### src/core/srcal_params.svh
// Overview of operation
// - Averaging-select bits 3:2 pick 4, 16, 64 or 256 averages; reset code 1.
// - Larger averaging code runs more passes, longer calibration, lower result spread.
// - Duration code makes each accumulation last 4, 16, 64 or 256 cycles; reset 1.
// - SYSREF period beyond the limit fails calibration; no valid delay reported.
// - Longer accumulation for fixed period lengthens calibration and lowers result spread.
// - Completion flag bit 17 reads 1 only while enabled and sequence finished.
// - Computed 17-bit delay in status bits 16:0; valid only when flag is 1.
// - Delay bit 16 is inversion, bits 15:8 coarse, bits 7:0 fine.
// - Status register is read-only; contents meaningless until a result exists.
// - Manual delay-adjust resets to zero: invert bit 16, coarse 15:8, fine 7:0.
// - A 0-to-1 change of calibration enable launches the calibration sequence.
// - Enabled: calibrated delay drives clock once done, last delay held until then; manual register ignored; disabled: manual drives.
// - Manual inversion bit set inverts the sampling clock.
`ifndef SRCAL_PARAMS_SVH
`define SRCAL_PARAMS_SVH

`define SRCAL_ADDR_W          12
`define SRCAL_DATA_W          24
`define SRCAL_OFS_ENABLE      12'h2B0
`define SRCAL_OFS_CONFIG      12'h2B1
`define SRCAL_OFS_STATUS      12'h2B2
`define SRCAL_OFS_DELAY_ADJ   12'h2B5
`define SRCAL_RST_ENABLE      8'h00
`define SRCAL_RST_CONFIG      8'h05
`define SRCAL_RST_DELAY_ADJ   24'h000000
`define SRCAL_ENABLE_BIT      0
`define SRCAL_AVG_MSB         3
`define SRCAL_AVG_LSB         2
`define SRCAL_DUR_MSB         1
`define SRCAL_DUR_LSB         0
`define SRCAL_DONE_BIT        17
`define SRCAL_INV_BIT         16
`define SRCAL_MAX_PER0        128
`define SRCAL_MAX_PER1        1664
`define SRCAL_MAX_PER2        7808
`define SRCAL_MAX_PER3        32384

`endif

### src/core/srcal_pkg.sv
package srcal_pkg;

  typedef enum logic [2:0] {
    SRCAL_IDLE  = 3'h0,
    SRCAL_WAIT  = 3'h1,
    SRCAL_ACCUM = 3'h3,
    SRCAL_DONE  = 3'h2,
    SRCAL_FAIL  = 3'h6
  } srcal_state_e;

  typedef struct packed {
    logic [11:0] addr;
    logic [23:0] wdata;
    logic        wr;
    logic        rd;
  } srcal_req_s;

  typedef struct packed {
    logic        inv;
    logic [7:0]  coarse;
    logic [7:0]  fine;
  } srcal_delay_s;

  typedef struct packed {
    logic [2:0] sync;
    logic       level;
  } srcal_sync_s;

endpackage : srcal_pkg

### src/core/srcal_sync.sv
`timescale 1ns/1ns
`default_nettype none
module srcal_sync (
  // Clock and reset
  input  wire logic clk,
  input  wire logic rst,
  // Asynchronous pin and its filtered level
  input  wire logic pin_in,
  output var  logic level_out
);
  import srcal_pkg::*;

  srcal_sync_s st_reg;
  srcal_sync_s st_next;

  always_comb begin
    st_next      = st_reg;
    st_next.sync = {st_reg.sync[1:0], pin_in};
    // Change accepted once stages two and three agree
    if (st_reg.sync[1] == st_reg.sync[2]) begin
      st_next.level = st_reg.sync[2];
    end
  end

  always_ff @(posedge clk) begin
    if (rst) begin
      st_reg <= '0;
    end else begin
      st_reg <= st_next;
    end
  end

  assign level_out = st_reg.level;
endmodule : srcal_sync
`default_nettype wire

### src/core/srcal_top.sv
`timescale 1ns/1ns
`default_nettype none
`include "srcal_params.svh"
module srcal_top #(
  parameter int MAX_PER0 = `SRCAL_MAX_PER0,
  parameter int MAX_PER1 = `SRCAL_MAX_PER1,
  parameter int MAX_PER2 = `SRCAL_MAX_PER2,
  parameter int MAX_PER3 = `SRCAL_MAX_PER3
) (
  // Clock and reset
  input  wire logic                   clk,
  input  wire logic                   rst,
  // Register port
  input  wire srcal_pkg::srcal_req_s  reg_req,
  output var  logic [23:0]            reg_rdata,
  // Timing reference and phase detector pins
  input  wire logic                   sysref_in,
  input  wire logic                   phase_in,
  // Delay control to the sample clock path
  output var  srcal_pkg::srcal_delay_s delay_out,
  output var  logic                   cal_fail
);
  import srcal_pkg::*;

  ////////////////////////////////////////////////////////////////////////////
  // Types and decode

  typedef struct packed {
    logic [7:0]   enable;
    logic [7:0]   config_r;
    logic [23:0]  adjust;
    logic [16:0]  result;
    logic         done;
    logic         fail;
    srcal_state_e state;
    logic         sysref_d;
    logic [14:0]  per_cnt;
    logic [8:0]   acc_cnt;
    logic [8:0]   avg_cnt;
    logic [16:0]  sum;
    logic [23:0]  rdata;
    srcal_delay_s delay;
  } srcal_top_s;

  // Code 0..3 to 4, 16, 64, 256
  function automatic logic [8:0] code_count(input logic [1:0] code);
    code_count = 9'h004 << {code, 1'b0};
  endfunction : code_count

  function automatic logic [14:0] max_period(input logic [1:0] code);
    case (code)
      2'h0:    max_period = 15'(MAX_PER0);
      2'h1:    max_period = 15'(MAX_PER1);
      2'h2:    max_period = 15'(MAX_PER2);
      default: max_period = 15'(MAX_PER3);
    endcase
  endfunction : max_period

  // One-hot register select, shared by the write and read paths
  function automatic logic [3:0] reg_select(input logic [11:0] addr);
    if (addr == `SRCAL_OFS_ENABLE) begin
      reg_select = 4'h1;
    end else if (addr == `SRCAL_OFS_CONFIG) begin
      reg_select = 4'h2;
    end else if (addr == `SRCAL_OFS_STATUS) begin
      reg_select = 4'h4;
    end else if (addr == `SRCAL_OFS_DELAY_ADJ) begin
      reg_select = 4'h8;
    end else begin
      reg_select = 4'h0;
    end
  endfunction : reg_select

  ////////////////////////////////////////////////////////////////////////////
  // Pin synchronisers

  logic [1:0] pins_raw;
  logic [1:0] pins_s;

  assign pins_raw = {phase_in, sysref_in};

  genvar gi;
  generate
    for (gi = 0; gi < 2; gi++) begin : g_sync
      srcal_sync u_sync (
        .clk       (clk),
        .rst       (rst),
        .pin_in    (pins_raw[gi]),
        .level_out (pins_s[gi])
      );
    end
  endgenerate

  ////////////////////////////////////////////////////////////////////////////
  // State update

  srcal_top_s st_reg;
  srcal_top_s st_next;

  logic [8:0]  avg_n;
  logic [8:0]  dur_n;
  logic [14:0] per_max;
  logic        sysref_rise;
  logic        en_bit;
  logic [3:0]  reg_sel;

  assign avg_n       = code_count(st_reg.config_r[`SRCAL_AVG_MSB:`SRCAL_AVG_LSB]);
  assign dur_n       = code_count(st_reg.config_r[`SRCAL_DUR_MSB:`SRCAL_DUR_LSB]);
  assign per_max     = max_period(st_reg.config_r[`SRCAL_DUR_MSB:`SRCAL_DUR_LSB]);
  assign sysref_rise = pins_s[0] & ~st_reg.sysref_d;
  assign en_bit      = st_reg.enable[`SRCAL_ENABLE_BIT];
  assign reg_sel     = reg_select(reg_req.addr);

  always_comb begin
    st_next          = st_reg;
    st_next.sysref_d = pins_s[0];

    // Register writes; status has no write path
    if (reg_req.wr) begin
      if (reg_sel[0]) begin
        st_next.enable = reg_req.wdata[7:0];
      end else if (reg_sel[1]) begin
        st_next.config_r = reg_req.wdata[7:0];
      end else if (reg_sel[3]) begin
        st_next.adjust = reg_req.wdata;
      end
    end

    // Period watchdog between SYSREF edges
    if (sysref_rise) begin
      st_next.per_cnt = '0;
    end else if (st_reg.per_cnt != 15'h7FFF) begin
      st_next.per_cnt = st_reg.per_cnt + 15'h0001;
    end

    case (st_reg.state)
      SRCAL_IDLE: begin
        if (st_next.enable[`SRCAL_ENABLE_BIT] && !en_bit) begin
          st_next.state   = SRCAL_WAIT;
          st_next.sum     = '0;
          st_next.avg_cnt = '0;
          st_next.fail    = 1'b0;
          st_next.done    = 1'b0;
        end
      end
      SRCAL_WAIT, SRCAL_ACCUM: begin
        if (st_reg.per_cnt >= per_max) begin
          st_next.state = SRCAL_FAIL;
          st_next.fail  = 1'b1;
        end else if (st_reg.state == SRCAL_WAIT) begin
          if (sysref_rise) begin
            st_next.state   = SRCAL_ACCUM;
            st_next.acc_cnt = '0;
          end
        end else begin
          st_next.sum     = st_reg.sum + {16'h0000, pins_s[1]};
          st_next.acc_cnt = st_reg.acc_cnt + 9'h001;
          if (st_reg.acc_cnt == dur_n - 9'h001) begin
            st_next.avg_cnt = st_reg.avg_cnt + 9'h001;
            if (st_reg.avg_cnt == avg_n - 9'h001) begin
              st_next.state  = SRCAL_DONE;
              st_next.done   = 1'b1;
              st_next.result = st_next.sum;
            end else begin
              st_next.state = SRCAL_WAIT;
            end
          end
        end
      end
      SRCAL_DONE, SRCAL_FAIL: begin
      end
      default: begin
        st_next.state = SRCAL_IDLE;
      end
    endcase

    // Disable aborts and clears completion
    if (!st_next.enable[`SRCAL_ENABLE_BIT]) begin
      st_next.state = SRCAL_IDLE;
      st_next.done  = 1'b0;
    end

    // Delay source select
    if (en_bit) begin
      st_next.delay = st_reg.done ? srcal_delay_s'(st_reg.result) : st_reg.delay;
    end else begin
      st_next.delay = srcal_delay_s'(st_reg.adjust[16:0]);
    end

    // Read data, one cycle after the strobe
    st_next.rdata = '0;
    if (reg_req.rd) begin
      if (reg_sel[0]) begin
        st_next.rdata = {16'h0000, st_reg.enable};
      end else if (reg_sel[1]) begin
        st_next.rdata = {16'h0000, st_reg.config_r};
      end else if (reg_sel[2]) begin
        st_next.rdata = {6'h00, st_reg.done & en_bit, st_reg.result};
      end else if (reg_sel[3]) begin
        st_next.rdata = st_reg.adjust;
      end
    end
  end

  always_ff @(posedge clk) begin
    if (rst) begin
      st_reg          <= '0;
      st_reg.enable   <= `SRCAL_RST_ENABLE;
      st_reg.config_r <= `SRCAL_RST_CONFIG;
      st_reg.adjust   <= `SRCAL_RST_DELAY_ADJ;
      st_reg.state    <= SRCAL_IDLE;
    end else begin
      st_reg <= st_next;
    end
  end

  ////////////////////////////////////////////////////////////////////////////
  // Outputs

  assign reg_rdata = st_reg.rdata;
  assign delay_out = st_reg.delay;
  assign cal_fail  = st_reg.fail;

endmodule : srcal_top
`default_nettype wire

### config.mk
export PLATFORM = sky130hd
export DESIGN_NAME = srcal_top
export DESIGN_NICKNAME = d
export VERILOG_FILES = /design/src/core/srcal_pkg.sv /design/src/core/srcal_sync.sv /design/src/core/srcal_top.sv
export VERILOG_INCLUDE_DIRS = /design/src /design/src/core
export SDC_FILE = /design/constraint.sdc
export NUM_CORES = 1
export LEC_CHECK = 0
export ABC_AREA = 1
export BUFFER_PORTS_ARGS = -buffer_cell sky130_fd_sc_hd__buf_2
export CORE_MARGIN = 2
export CORE_UTILIZATION = 45
export CTS_CLUSTER_SIZE = 14
export DETAILED_ROUTE_END_ITERATION = 10
export HOLD_SLACK_MARGIN = 0.05
export SYNTH_ARGS = -nofsm -noshare
export SYNTH_HDL_FRONTEND = slang
export SYNTH_SLANG_ARGS = --single-unit
### constraint.sdc
create_clock -name clk -period 2.4 [get_ports clk]
set_input_delay 0.24 -clock clk [delete_from_list [all_inputs] [get_ports clk]]
set_output_delay 0.24 -clock clk [all_outputs]
set_load 0.01 [all_outputs]
==> run summary, run 1 <==
Die extent in x: 136 um. Entering global routing, the biggest net connects 65 pins. Each instance of the synthesized netlist takes up on average 7.01 um^2. For the pin with the worst max-slew slack, the measured transition is 1.25 ns. The global routing met2 resource utilization came out at 0.350.

For the routing usage on met3, the log shows 0.0418. Once detailed placement completed, the half-perimeter wirelength came to 13.3 mm. In this run the worst path has a maximum fanout of 14.

The number of antenna diodes in the final layout is 0. In this run the most used layer during global routing was met2. In this run the tool buffered the top-level ports with 83 buffer cells. STA classifies the critical path startpoint as a flip-flop.

Share of the synthesized area in the top cell type: 0.414. The flip-flop count of the largest register after layout works out to 111. The setup skew after layout was 0.00915 ns. In this run, distinct cell masters in the synthesized netlist total 38. Post-synthesis sequential area ratio: 0.414.

The share of power burned in the clock network was 0.493; the final number of max-transition violations was 0. For the worst setup path, the data arrival time is 2.45 ns. The startpoint-to-endpoint class of the critical path is reg -> reg. The first global-routing pass estimated 31.2 mm of wire. The required time of the worst setup path was 2.72 ns; the power per standard cell area was 641 mW/mm^2.

The tightest slew margin relative to the limit came out at 0.163. The initial antenna violation count was 0; the number of antenna-violating nets in the routed design was 0. The class of the tightest hold or removal check was in -> reg. Setup violations remaining at the end of the flow were counted as 0. In the final routed layout, each cell accounts on average for 13.6 um. The time the final worst path needs with I/O delays and setup was 2.12 ns. The first routing iteration left 445 violations. nand2_1 is the most common cell in the netlist.

For this run, the leading register cell type out of synthesis is dfxtp_1. The number of flops mapped to enable cells by yosys is 0. Clock tree synthesis selected as its root buffer the cell clkbuf_16.

After clock tree synthesis, the clock-pin slew on the worst setup and hold paths is 0.06 ns. The fraction of final layout cells with drive strength greater than 1 was 0.142; the met1 routing resource usage after global routing was 0.278. Setup repair after global routing left no endpoint under its margin. The synthesized netlist occupies a cell area of 0.00784 mm^2. The layout-stage area growth over the synthesis result came out at 11.9%. Initial core utilization: 0.456. The net switching fraction of the power was 0.232; the worst-skew pair later-pin latency was 0.43 ns.

Counting every net in the synthesized netlist gives 1169. Counting the buffers created by CTS gives 17. Summed over all failing endpoints, the final setup total negative slack is 0 ns. The portion of the clock cycle consumed by the worst path in the final layout was 0.885; the largest voltage drop on the vdd net was 0.000573 V.

The core region is 0.0172 mm^2. The tools report the capturing element type of the critical path as a flip-flop. For the die area, the log shows 0.0185 mm^2. Total number of vias: 6841. The flow ran to the end, and the final reports show no timing, DRC or antenna violations.

In this run the number of H-tree levels came out at 4. For this design the total switching power over the nets is 1310 uW. The tools report the all-layer global routing usage as 0.211. TritonCTS built the clock tree.

The number of failing hold endpoints at the final stage is 0. Number of nets in the final layout: 1208. At the end of routability-driven placement, the weighted congestion stood at 0.856. The number of warnings reported in the yosys synthesis log was 0; the share of flip-flops with an asynchronous set or reset after synthesis was 0.

The cell count after synthesis came out at 1117. Hold timing on the final database bottoms out at a slack of 0.0783 ns. The run gives 0 as the number of maximum-capacitance constraint violations. Part of the total power dissipated in sequential elements: 0.481.

In the post-synthesis netlist, the biggest area contributors are dfxtp_1 41%, nand2_1 12%, inv_1 7.5%. The power share of the combinational group came out at 0.026. Summed over all instances, the cell type with the most area after synthesis is dfxtp_1.

The number of primary I/O pins is 84. The via-per-instance ratio works out to 4.91. The logs give 2 for the maximum clock insertion buffer count and 162 for the total clock sinks.

In this run, synthesis produced a sequential element count of 162. After detailed routing, the number of remaining DRC violations is 0. The internal portion of the total power is 4320 uW. The die is 136 um tall. The number of optimization iterations in the first detailed-route pass was 5; the number of core rows was 48. The routed design has 19.0 mm of wire. The analysis attributes to cell leakage a power of 0.00374 uW.

The number of global-route vias before repair was 6372; the maximum clock rate was 0.471 GHz. After synthesis, the most frequently instantiated cells are 253 x nand2_1, 162 x dfxtp_1, 157 x inv_1, 124 x nor2_1, 88 x a21oi_1. After global routing the overflow that remains totals 0.
[timing repair]
action | CTS | global route
endpoints found under the hold margin | 2 | 0
gates resized for setup | 0 | 3
setup endpoints to repair | 0 | 6
hold buffers | 2 | 0
buffers inserted | 0 | 0
[layout by cell type (no fill, tap or decap), types with 2 or more instances in the layout]
cell type,instances
a211oi_1,2
a21oi_1,88
a31oi_1,5
a41oi_1,8
buf_2,83
buf_4,15
bufinv_16,2
clkbuf_16,17
clkinvlp_4,2
dfxtp_1,162
dlygate4sd3_1,2
ha_1,10
inv_1,156
inv_2,12
inv_6,6
nand2_1,252
nand2_2,6
nand3_1,40
nand3_2,4
nand3_4,2
nand4_1,17
nor2_1,123
nor2_2,4
nor2_4,2
nor3_1,13
o211ai_1,6
o21a_1,2
o21ai_0,65
o21ai_1,11
o21bai_1,2
o221ai_1,10
o22ai_1,3
or2_2,5
xnor2_1,7
xor2_1,15
[final cells by class]
class,count,area (um^2)
fill,1778,8410
sequential,162,3240
timing repair buffer,100,548
tap,225,282
clock buffer,18,429
inverter,168,631
multi-input combinational,707,3470
clock inverter,14,169
[through the flow]
| stage | cells | utilization | total power, uW | instance area [um^2] | worst slack [ns] |
|---|---|---|---|---|---|
| 4_1_cts | 1393 | 0.509 | 5670 | 8750 | 0.177 |
| 5_1_grt | 1394 | 0.510 | 5800 | 8770 | 0.0194 |
| 6_report | 1394 | 0.510 | 5620 | 8770 | 0.277 |
| 3_3_place_gp | 1359 | 0.473 | 2910 | 8130 | 0.226 |
| 2_1_floorplan | 1117 | - | 2840 | 7840 | 0.532 |
| 3_5_place_dp | 1359 | 0.473 | 2910 | 8130 | 0.179 |
[worst max-delay path: stages (launching register included)]
cell,delay [ns]
dfxtp_1,0.40
nand2_1,0.12
ha_1,0.30
a21o_1,0.16
nor2_1,0.16
nand3_2,0.13
nand2_1,0.20
nand3_2,0.29
o21bai_1,0.22
nor2_1,0.05
[per-layer routing]
layer | wire length (um) | part of all wire | vias to the layer above
li1 | - | - | 3579
met1 | 9110 | 0.48 | 3094
met2 | 8760 | 0.46 | 145
met3 | 803 | 0.042 | 23
met4 | 340 | 0.018 | 0
met5 | 0 | 0 | -
[kinds of logic (layout without fill, tap and decap cells)]
family	count (synthesis)	after routing	synth area share
AO/OA/AOI/OAI	205	205	0.147
flip-flops	162	162	0.414
AND/OR/NAND/NOR	469	470	0.252
adder cells (fa/ha/maj)	10	10	0.0160
XOR/XNOR	22	22	0.0246
buffers and inverters	249	300	0.146
[power groups by stage]
stage               Clock, uW  Sequential (uW)  Combinational, uW
floorplan                   0             2760               79.1
global placement            0             2760                146
detailed placement          0             2760                145
CTS                      2820             2700                148
global route             2930             2700                166
finish                   2770             2700                147
[final timing paths]
check / depth (start not counted) / endpoint / slack, ns / startpoint
setup / recovery: 9 / st_reg[61] / 0.28 / st_reg[139]
hold / removal: 3 / st_reg[149] / 0.08 / reg_req[5]
setup reg to reg: 9 / st_reg[61] / 0.28 / st_reg[139]
hold reg to reg: 2 / g_sync[1].u_sync.st_next[3] / 0.40 / g_sync[1].u_sync.st_next[2]
Power figures use the tool's default switching activity.
==> run 2: changes to the inputs <==
Settings changed: CORE_MARGIN 2 to not set, REMOVE_ABC_BUFFERS set to 1.
==> run 2 against run 1 <==
  * Cell count unchanged
  * Clock power increased by 4%
  * Routed wire length increased by 3.4%
  * Die area decreased by 2.9%
  * Register-to-register slack got worse by 0.05 ns
  * Non-clock buffer count increased by 5
  * Setup slack got worse by 0.052 ns
  * Via count increased by 1.6%
  * Combinational power increased by 3%
  * Sequential cell count unchanged
  * Power increased by 1.9%
  * Critical path type unchanged
==> run summary, run 2 (same netlist as run 1, synthesis figures left out) <==
The core box area is 0.0168 mm^2. The TritonCTS buffer count was 17. In this run the worst hold path is classified as in -> reg. For this block, the initial DRC count from the detailed router was 462. The floorplan step defined a die boundary enclosing 0.0179 mm^2. The clock drives 162 sinks. In this run the post-CTS setup repair buffer count came out at 0. The number of maximum-capacitance constraint violations is 0, and the final setup TNS is 0 ns. Derived from the worst setup path, the maximum achievable clock frequency is 0.460 GHz. After clock tree synthesis, the clock-pin slew on the worst setup and hold paths is 0.07 ns.

Final estimated routing congestion in global placement: 0.836. The clock period could shrink to 2.18 ns. The largest voltage drop on the vdd net is 0.000543 V.

Final setup slack of the worst path: 0.225 ns. Startpoint type of the worst setup path: a flip-flop. Compared with the post-synthesis result, the final layout area differs by 12.9%. Die extent in x: 134 um.

The signal on the critical path passes through nand2_1 -> ha_1 -> a21o_1 -> nor2_1 -> nand3_2 -> nor2_1 -> nand2_1 -> buf_4 -> o21ai_0 -> a21oi_1. Flip-flop count of the largest register after layout: 111. No sink is reached through more buffers than the 2 on the longest clock path. The largest fanout on the critical path was 20.

In this run the remaining antenna-violating nets after routing total 0. The portion of the clock cycle consumed by the worst path in the final layout is 0.906, and the y dimension of the die is 134 um. The number of nets in the final layout is 1213, and the tightest slew margin relative to the limit is 0.515. The power per standard cell area is 648 mW/mm^2, and the global-route wire length before repair is 31.4 mm. Dividing the detail-routed wire length by the instance count gives 14.1 um. After detailed routing, the total wire length is 19.7 mm. Hold timing on the final database bottoms out at a slack of 0.0650 ns. After detailed routing, the number of remaining DRC violations is 0. The logs give 0.466 for the initial core utilization and 60 for the largest net degree at the start of global routing. Before antenna repair, the detailed router went through 4 iterations. The completed layout was analyzed and its total power is 5730 uW. The worst setup path is captured at a flip-flop. The logs give 0 for the initial antenna violation count and 84 for the number of primary I/O pins. The most frequent standard cell in the layout excluding fill and tap cells is nand2_1. The flow ran to the end, and the final reports show no timing, DRC or antenna violations. Setup repair after global routing left no endpoint under its margin.

The wire length on met2 was 8.56 mm. Fraction of final layout cells with drive strength greater than 1: 0.146. Prior to clock tree synthesis, the placed netlist has a worst setup slack of 0.147 ns. The routed length on met1 is 9.95 mm. The highest signal layer in the routed design was met4. The setup skew after layout came out at 0.0120 ns. The run gives 0 as the final number of max-transition violations.

The slowest stage of the critical path belongs to the cell dfxtp_1. For this run the aggregate overflow at the end of global routing stands at 0. TritonCTS built the clock tree. The setup check on the worst reg-to-reg path leaves a slack of 0.22 ns. The count of buffers added on input and output ports is 83.

The number of antenna diodes in the final layout is 0. Leaving out fill and tap cells, the most frequent cells in the layout are 252 x nand2_1, 162 x dfxtp_1, 156 x inv_1. The run gives 6236 as the number of global-route vias before repair. The number of failing hold endpoints at the final stage was 0. The wire-length estimate of the detail-placed layout is 13.5 mm. The tree is rooted in a clkbuf_16.

The critical path is of the reg -> reg type. The delay of the slowest cell on the worst path was 0.42 ns. For the leakage component of the power, the log shows 0.00379 uW. The tools report the all-layer global routing usage as 0.224. The initialized floorplan defines 47 standard-cell rows. Detailed routing placed a total of 890 um of wire on met3. At the worst endpoint, the arrival time is 2.50 ns.

The logs give 0.526 for the final cell utilization of the core and 6948 for the total number of vias. The setup-violating endpoint count in the final report is 0, and the required time of the worst setup path is 2.72 ns. For the worst-skew pair, the clock arrives at the later sink with an insertion delay of 0.45 ns. After detailed routing, the number of vias per cell comes to 4.98.

The H-tree level count is 4, and the transition time of the tightest slew-check pin is 0.723 ns.
-- run 2: changes by cell type in the layout (fill, tap and decap cells not counted), sizes merged --
cell      delta
clkbuf       -1
buf          +5
bufinv       -1
clkinvlp     -2
clkinv       +4
-- run 2: stage by stage --
step | cells | cell area (um^2)
6_report | 1394 | 8840
5_1_grt | 1394 | 8840
4_1_cts | 1393 | 8830
3_5_place_dp | 1359 | 8170
3_3_place_gp | 1359 | 8170
2_1_floorplan | 1036 | 7320
-- run 2: repair_timing --
| action | CTS | global route |
|---|---|---|
| gates resized for setup | 0 | 1 |
| hold buffers | 2 | 0 |
| setup endpoints to repair | 0 | 4 |
| hold endpoints to repair | 2 | 0 |
-- run 2: cell type report --
type | instances | area [um^2]
flip-flops and latches | 162 | 3240
inverters | 168 | 631
multi-input cells | 707 | 3460
clock inverters | 15 | 213
repair buffers | 105 | 598
clock buffers | 17 | 425
well taps | 220 | 275
fillers | 1702 | 7980
-- run 2: metal layers --
layer / GRT usage / vias to the layer above
met5: 0 / -
met4: 0.0682 / 0
met3: 0.0450 / 23
met2: 0.349 / 162
met1: 0.309 / 3157
li1: - / 3606
-- run 2: worst max-delay path: cells and delay by family, from the launching register on --
kind | cells | cell delay [ns]
flip-flops | 1 | 0.42
AO/OA/AOI/OAI | 3 | 0.48
adder cells (fa/ha/maj) | 1 | 0.30
buffers and inverters | 1 | 0.22
AND/OR/NAND/NOR | 5 | 0.64
-- run 2: final timing paths --
| check | startpoint | endpoint | cells after the start |
|---|---|---|---|
| worst max-delay path | st_reg[139] | st_reg[102] | 10 |
| worst min-delay path | reg_req[2] | st_reg[138] | 3 |
| worst max register to register | st_reg[139] | st_reg[102] | 10 |
| worst min register to register | g_sync[1].u_sync.st_next[2] | g_sync[1].u_sync.st_next[3] | 2 |
-- run 2: report_power, final --
| part | switching [uW] | internal, uW | total (uW) |
|---|---|---|---|
| registers | 6.39 | 2690 | 2700 |
| clock network | 1350 | 1530 | 2880 |
| logic | 94.7 | 56.3 | 151 |
==> run 3: changes to the inputs <==
Settings changed: PLACE_DENSITY set to 0.66.
Clock period 2.4 ns to 1.75 ns, I/O delays scaled along.
==> run 3 against run 2 <==
  * The flow now finishes with violations (negative setup slack)
  * Via count rose by 5.2%
  * Routed wire length rose by 2.9%
  * Power rose by 36%
  * Cell count rose by 5.4%
  * Combinational power rose by 75%
  * Critical path depth did not move
  * Count of clock-buffer cells in the layout did not move
  * Clock skew fell by 0.0047 ns
  * Maximum frequency rose by 18%
  * Sequential power rose by 37%
  * Highest routed layer unchanged
  * Non-clock buffer count rose by 75
  * Register-to-register slack got worse by 0.32 ns
==> run summary, run 3 (same netlist as run 1, synthesis figures left out) <==
The worst-skew pair later-pin latency came out at 0.43 ns. Flip-flop count of the largest register after layout: 111. The logs give 7770 uW for the final total power and 0 for the initial antenna violation count. The number of buffer and inverter stages on the critical path is 1, and the largest voltage drop on the vdd net is 0.000754 V. The worst hold slack after final layout is 0.139 ns. The number of global-route vias before repair came out at 6772. The congestion estimate from routability-driven global placement came to 0.861. Startpoint type of the worst setup path: a flip-flop. Once detail routing completed, the nets flagged for antenna violations numbered 0.

The run gives 0.00325 mm^2 as the combined flip-flop and latch cell area. The combined area of the multi-input logic cells is 0.00365 mm^2, and the net switching fraction of the power is 0.243. The floorplan has 47 rows. For the initial core utilization, the log shows 0.466.

The signal on the critical path passes through nand2_4 -> ha_4 -> a21o_1 -> nor2_4 -> nand3_4 -> nor2_2 -> nand2_4 -> buf_6 -> o21ai_0 -> nor2_1. Number of failing hold endpoints at the final stage: 0. STA classifies the critical path endpoint as a flip-flop. Setup violations remaining at the end of the flow were counted as 49.

For the worst flop-to-flop path, the logic depth is 10. Counting every sink on the clock net gives 162. For the pin with the worst max-slew slack, the measured transition is 0.507 ns.

The core box area was 0.0168 mm^2; the HPWL after detailed placement was 13.7 mm. The largest net degree at the start of global routing is 51. The portion of the clock cycle consumed by the worst path in the final layout came out at 1.05. The largest single stage delay on the critical path is 0.37 ns. The startpoint-to-endpoint class of the critical path was reg -> reg.

Once placement completed, the tool counted placed cells totaling 1405. The run gives -0.0932 ns as the final setup slack of the worst path. Measured along the y axis, the die boundary spans 134 um.

Setup repair after global routing could not meet its margin everywhere. The fraction of final layout cells with drive strength greater than 1 is 0.206, and the required time of the worst setup path is 2.08 ns. The final layout contains routed wiring with a total length of 20.2 mm.

The part of the total power dissipated in sequential elements came out at 0.476. The tools report the capturing instance or port of the critical path as st_reg[111]. The total grt overflow was 0. The count of filler cells inserted in the layout is 1547, and the routed wirelength normalized by instance count is 13.8 um. The run gives 33.4 mm as the global-route wire length before repair. Counting buffers and inverters, the worst setup path is 10 cells deep. The power per standard cell area came out at 794 mW/mm^2. The class of the tightest hold or removal check was in -> reg. The non-filler instance count after layout is 1469. The flow ran to the end, but the final reports show violations. Final number of max-transition violations: 0.

In the routed design, unresolved DRC markers number 0. During I/O placement, the number of pins put on the boundary was 84. The most frequent standard cell in the layout excluding fill and tap cells was nand2_1.

The checks that failed: negative setup slack. The run gives -0.09 ns as the setup slack of the worst register-to-register path. The tools report the tightest slew margin relative to the limit as 0.661. Summed over all cells, the static leakage comes to 0.00424 uW. Buffers placed on the I/O ports in this run total 83.

The cell sitting at the root of the clock tree is a clkbuf_16. Adding up every negative setup slack in the final design gives -1.75 ns. The worst path in the final design needs a cycle of 1.84 ns, including I/O delays and setup. Of all nets on the critical path, the largest fanout is 10. The critical path launch point is st_reg[139]. The cell family contributing the most delay on the critical path is simple AND/OR/NAND/NOR gates. The die is 134 um wide.

The repair_antennas step left the layout with diodes totalling 0. The total net switching power is 1890 uW. The die area is 0.0179 mm^2, and the via-per-instance ratio is 4.97. The startpoint identified for the worst register-to-register timing path is st_reg[139]. All-layer global routing usage: 0.233.

In the layout the commonest cells are 239 x nand2_1, 158 x dfxtp_1, 154 x inv_1. The layout-stage area growth over the synthesis result is 24.8%. The critical path data arrival time was 2.17 ns; the first-iteration detailed-routing DRC count was 537. The cell that appears most often on the critical path is nand2_4.

Power share of the combinational group: 0.034. TritonCTS built the clock tree. The critical register-to-register path endpoint is st_reg[111]. Clock-pin slew was measured on the worst setup and hold paths at 0.07 ns.

On the critical path, the stage with the largest delay is an instance of dfxtp_4. Max-cap violations in this run came to 0. Before antenna repair, the detailed router went through 7 iterations. For the TritonCTS buffer count, the log shows 17. The maximum clock rate was 0.543 GHz; the share of power burned in the clock network was 0.490. Internal power comes to 5880 uW. At the end of the flow, the number of nets in the layout was 1288.

CTS built an H-tree with a depth of 4. The clock arrives with 0.00723 ns of skew. The longest clock path from root to sink contains 2 buffers. The total number of vias came out at 7307.
[run 3: cell types whose count changed in the layout (fill, tap and decap cells not counted), sizes merged]
cell         before  now
nand3            46   45
inv             175  176
clkbuf           17   18
buf             103  153
dlygate4sd3       2   26
[run 3: area by class of cell]
type,instances,area share
tap,220,0.0281
sequential,162,0.332
clock inverter,15,0.0191
timing repair inverter,1,0.000512
clock buffer,17,0.0435
timing repair buffer,180,0.138
inverter,168,0.0657
multi-input combinational,706,0.373
[run 3: worst register-to-register path: stages, from the launching register on]
cell,delay [ns]
dfxtp_4,0.37
nand2_4,0.08
ha_4,0.22
a21o_1,0.18
nor2_4,0.17
nand3_4,0.11
nor2_2,0.15
nand2_4,0.10
buf_6,0.16
o21ai_0,0.15
nor2_1,0.05
[run 3: stage by stage]
| stage | instance area (um^2) | utilization | setup WS, ns |
|---|---|---|---|
| 2_1_floorplan | 7320 | - | -0.674 |
| 5_1_grt | 9780 | 0.582 | -0.184 |
| 4_1_cts | 9660 | 0.575 | -0.0306 |
| 3_5_place_dp | 8600 | 0.512 | -0.248 |
| 3_3_place_gp | 8600 | 0.512 | -0.187 |
| 6_report | 9780 | 0.582 | -0.0932 |
[run 3: power groups by stage]
stage | Sequential, uW | Clock, uW | Combinational [uW]
floorplan | 3790 | 0 | 93.4
global placement | 3790 | 0 | 213
global route | 3700 | 4030 | 294
detailed placement | 3790 | 0 | 214
finish | 3700 | 3800 | 265
CTS | 3700 | 3870 | 261
[run 3: repair_timing]
item / 4_1_cts / 5_1_grt
hold buffers: 26 / 0
setup buffers: 3 / 1
pin swaps: 19 / 9
setup endpoints to repair: 56 / 57
cloned: 1 / 2
endpoints found under the hold margin: 33 / 0
gates resized for setup: 45 / 23
[run 3: worst min-delay path by stage]
| stage | endpoint | startpoint | slack (ns) | depth (start not counted) |
|---|---|---|---|---|
| floorplan | cal_fail | rst | 0.24 | 1 |
| detailed placement | g_sync[1].u_sync.st_next[2] | phase_in | 0.38 | 3 |
| global route | st_reg[85] | rst | 0.16 | 4 |
| CTS | st_reg[85] | rst | 0.13 | 4 |
| global placement | g_sync[0].u_sync.st_next[2] | sysref_in | 0.37 | 3 |
| finish | st_reg[85] | rst | 0.14 | 4 |
[run 3: layer usage]
layer	up-vias	track usage	share of wire
li1	3749	-	-
met1	3331	0.319	0.49
met2	204	0.369	0.45
met3	23	0.0438	0.048
met4	0	0.0745	0.013
met5	-	0	0
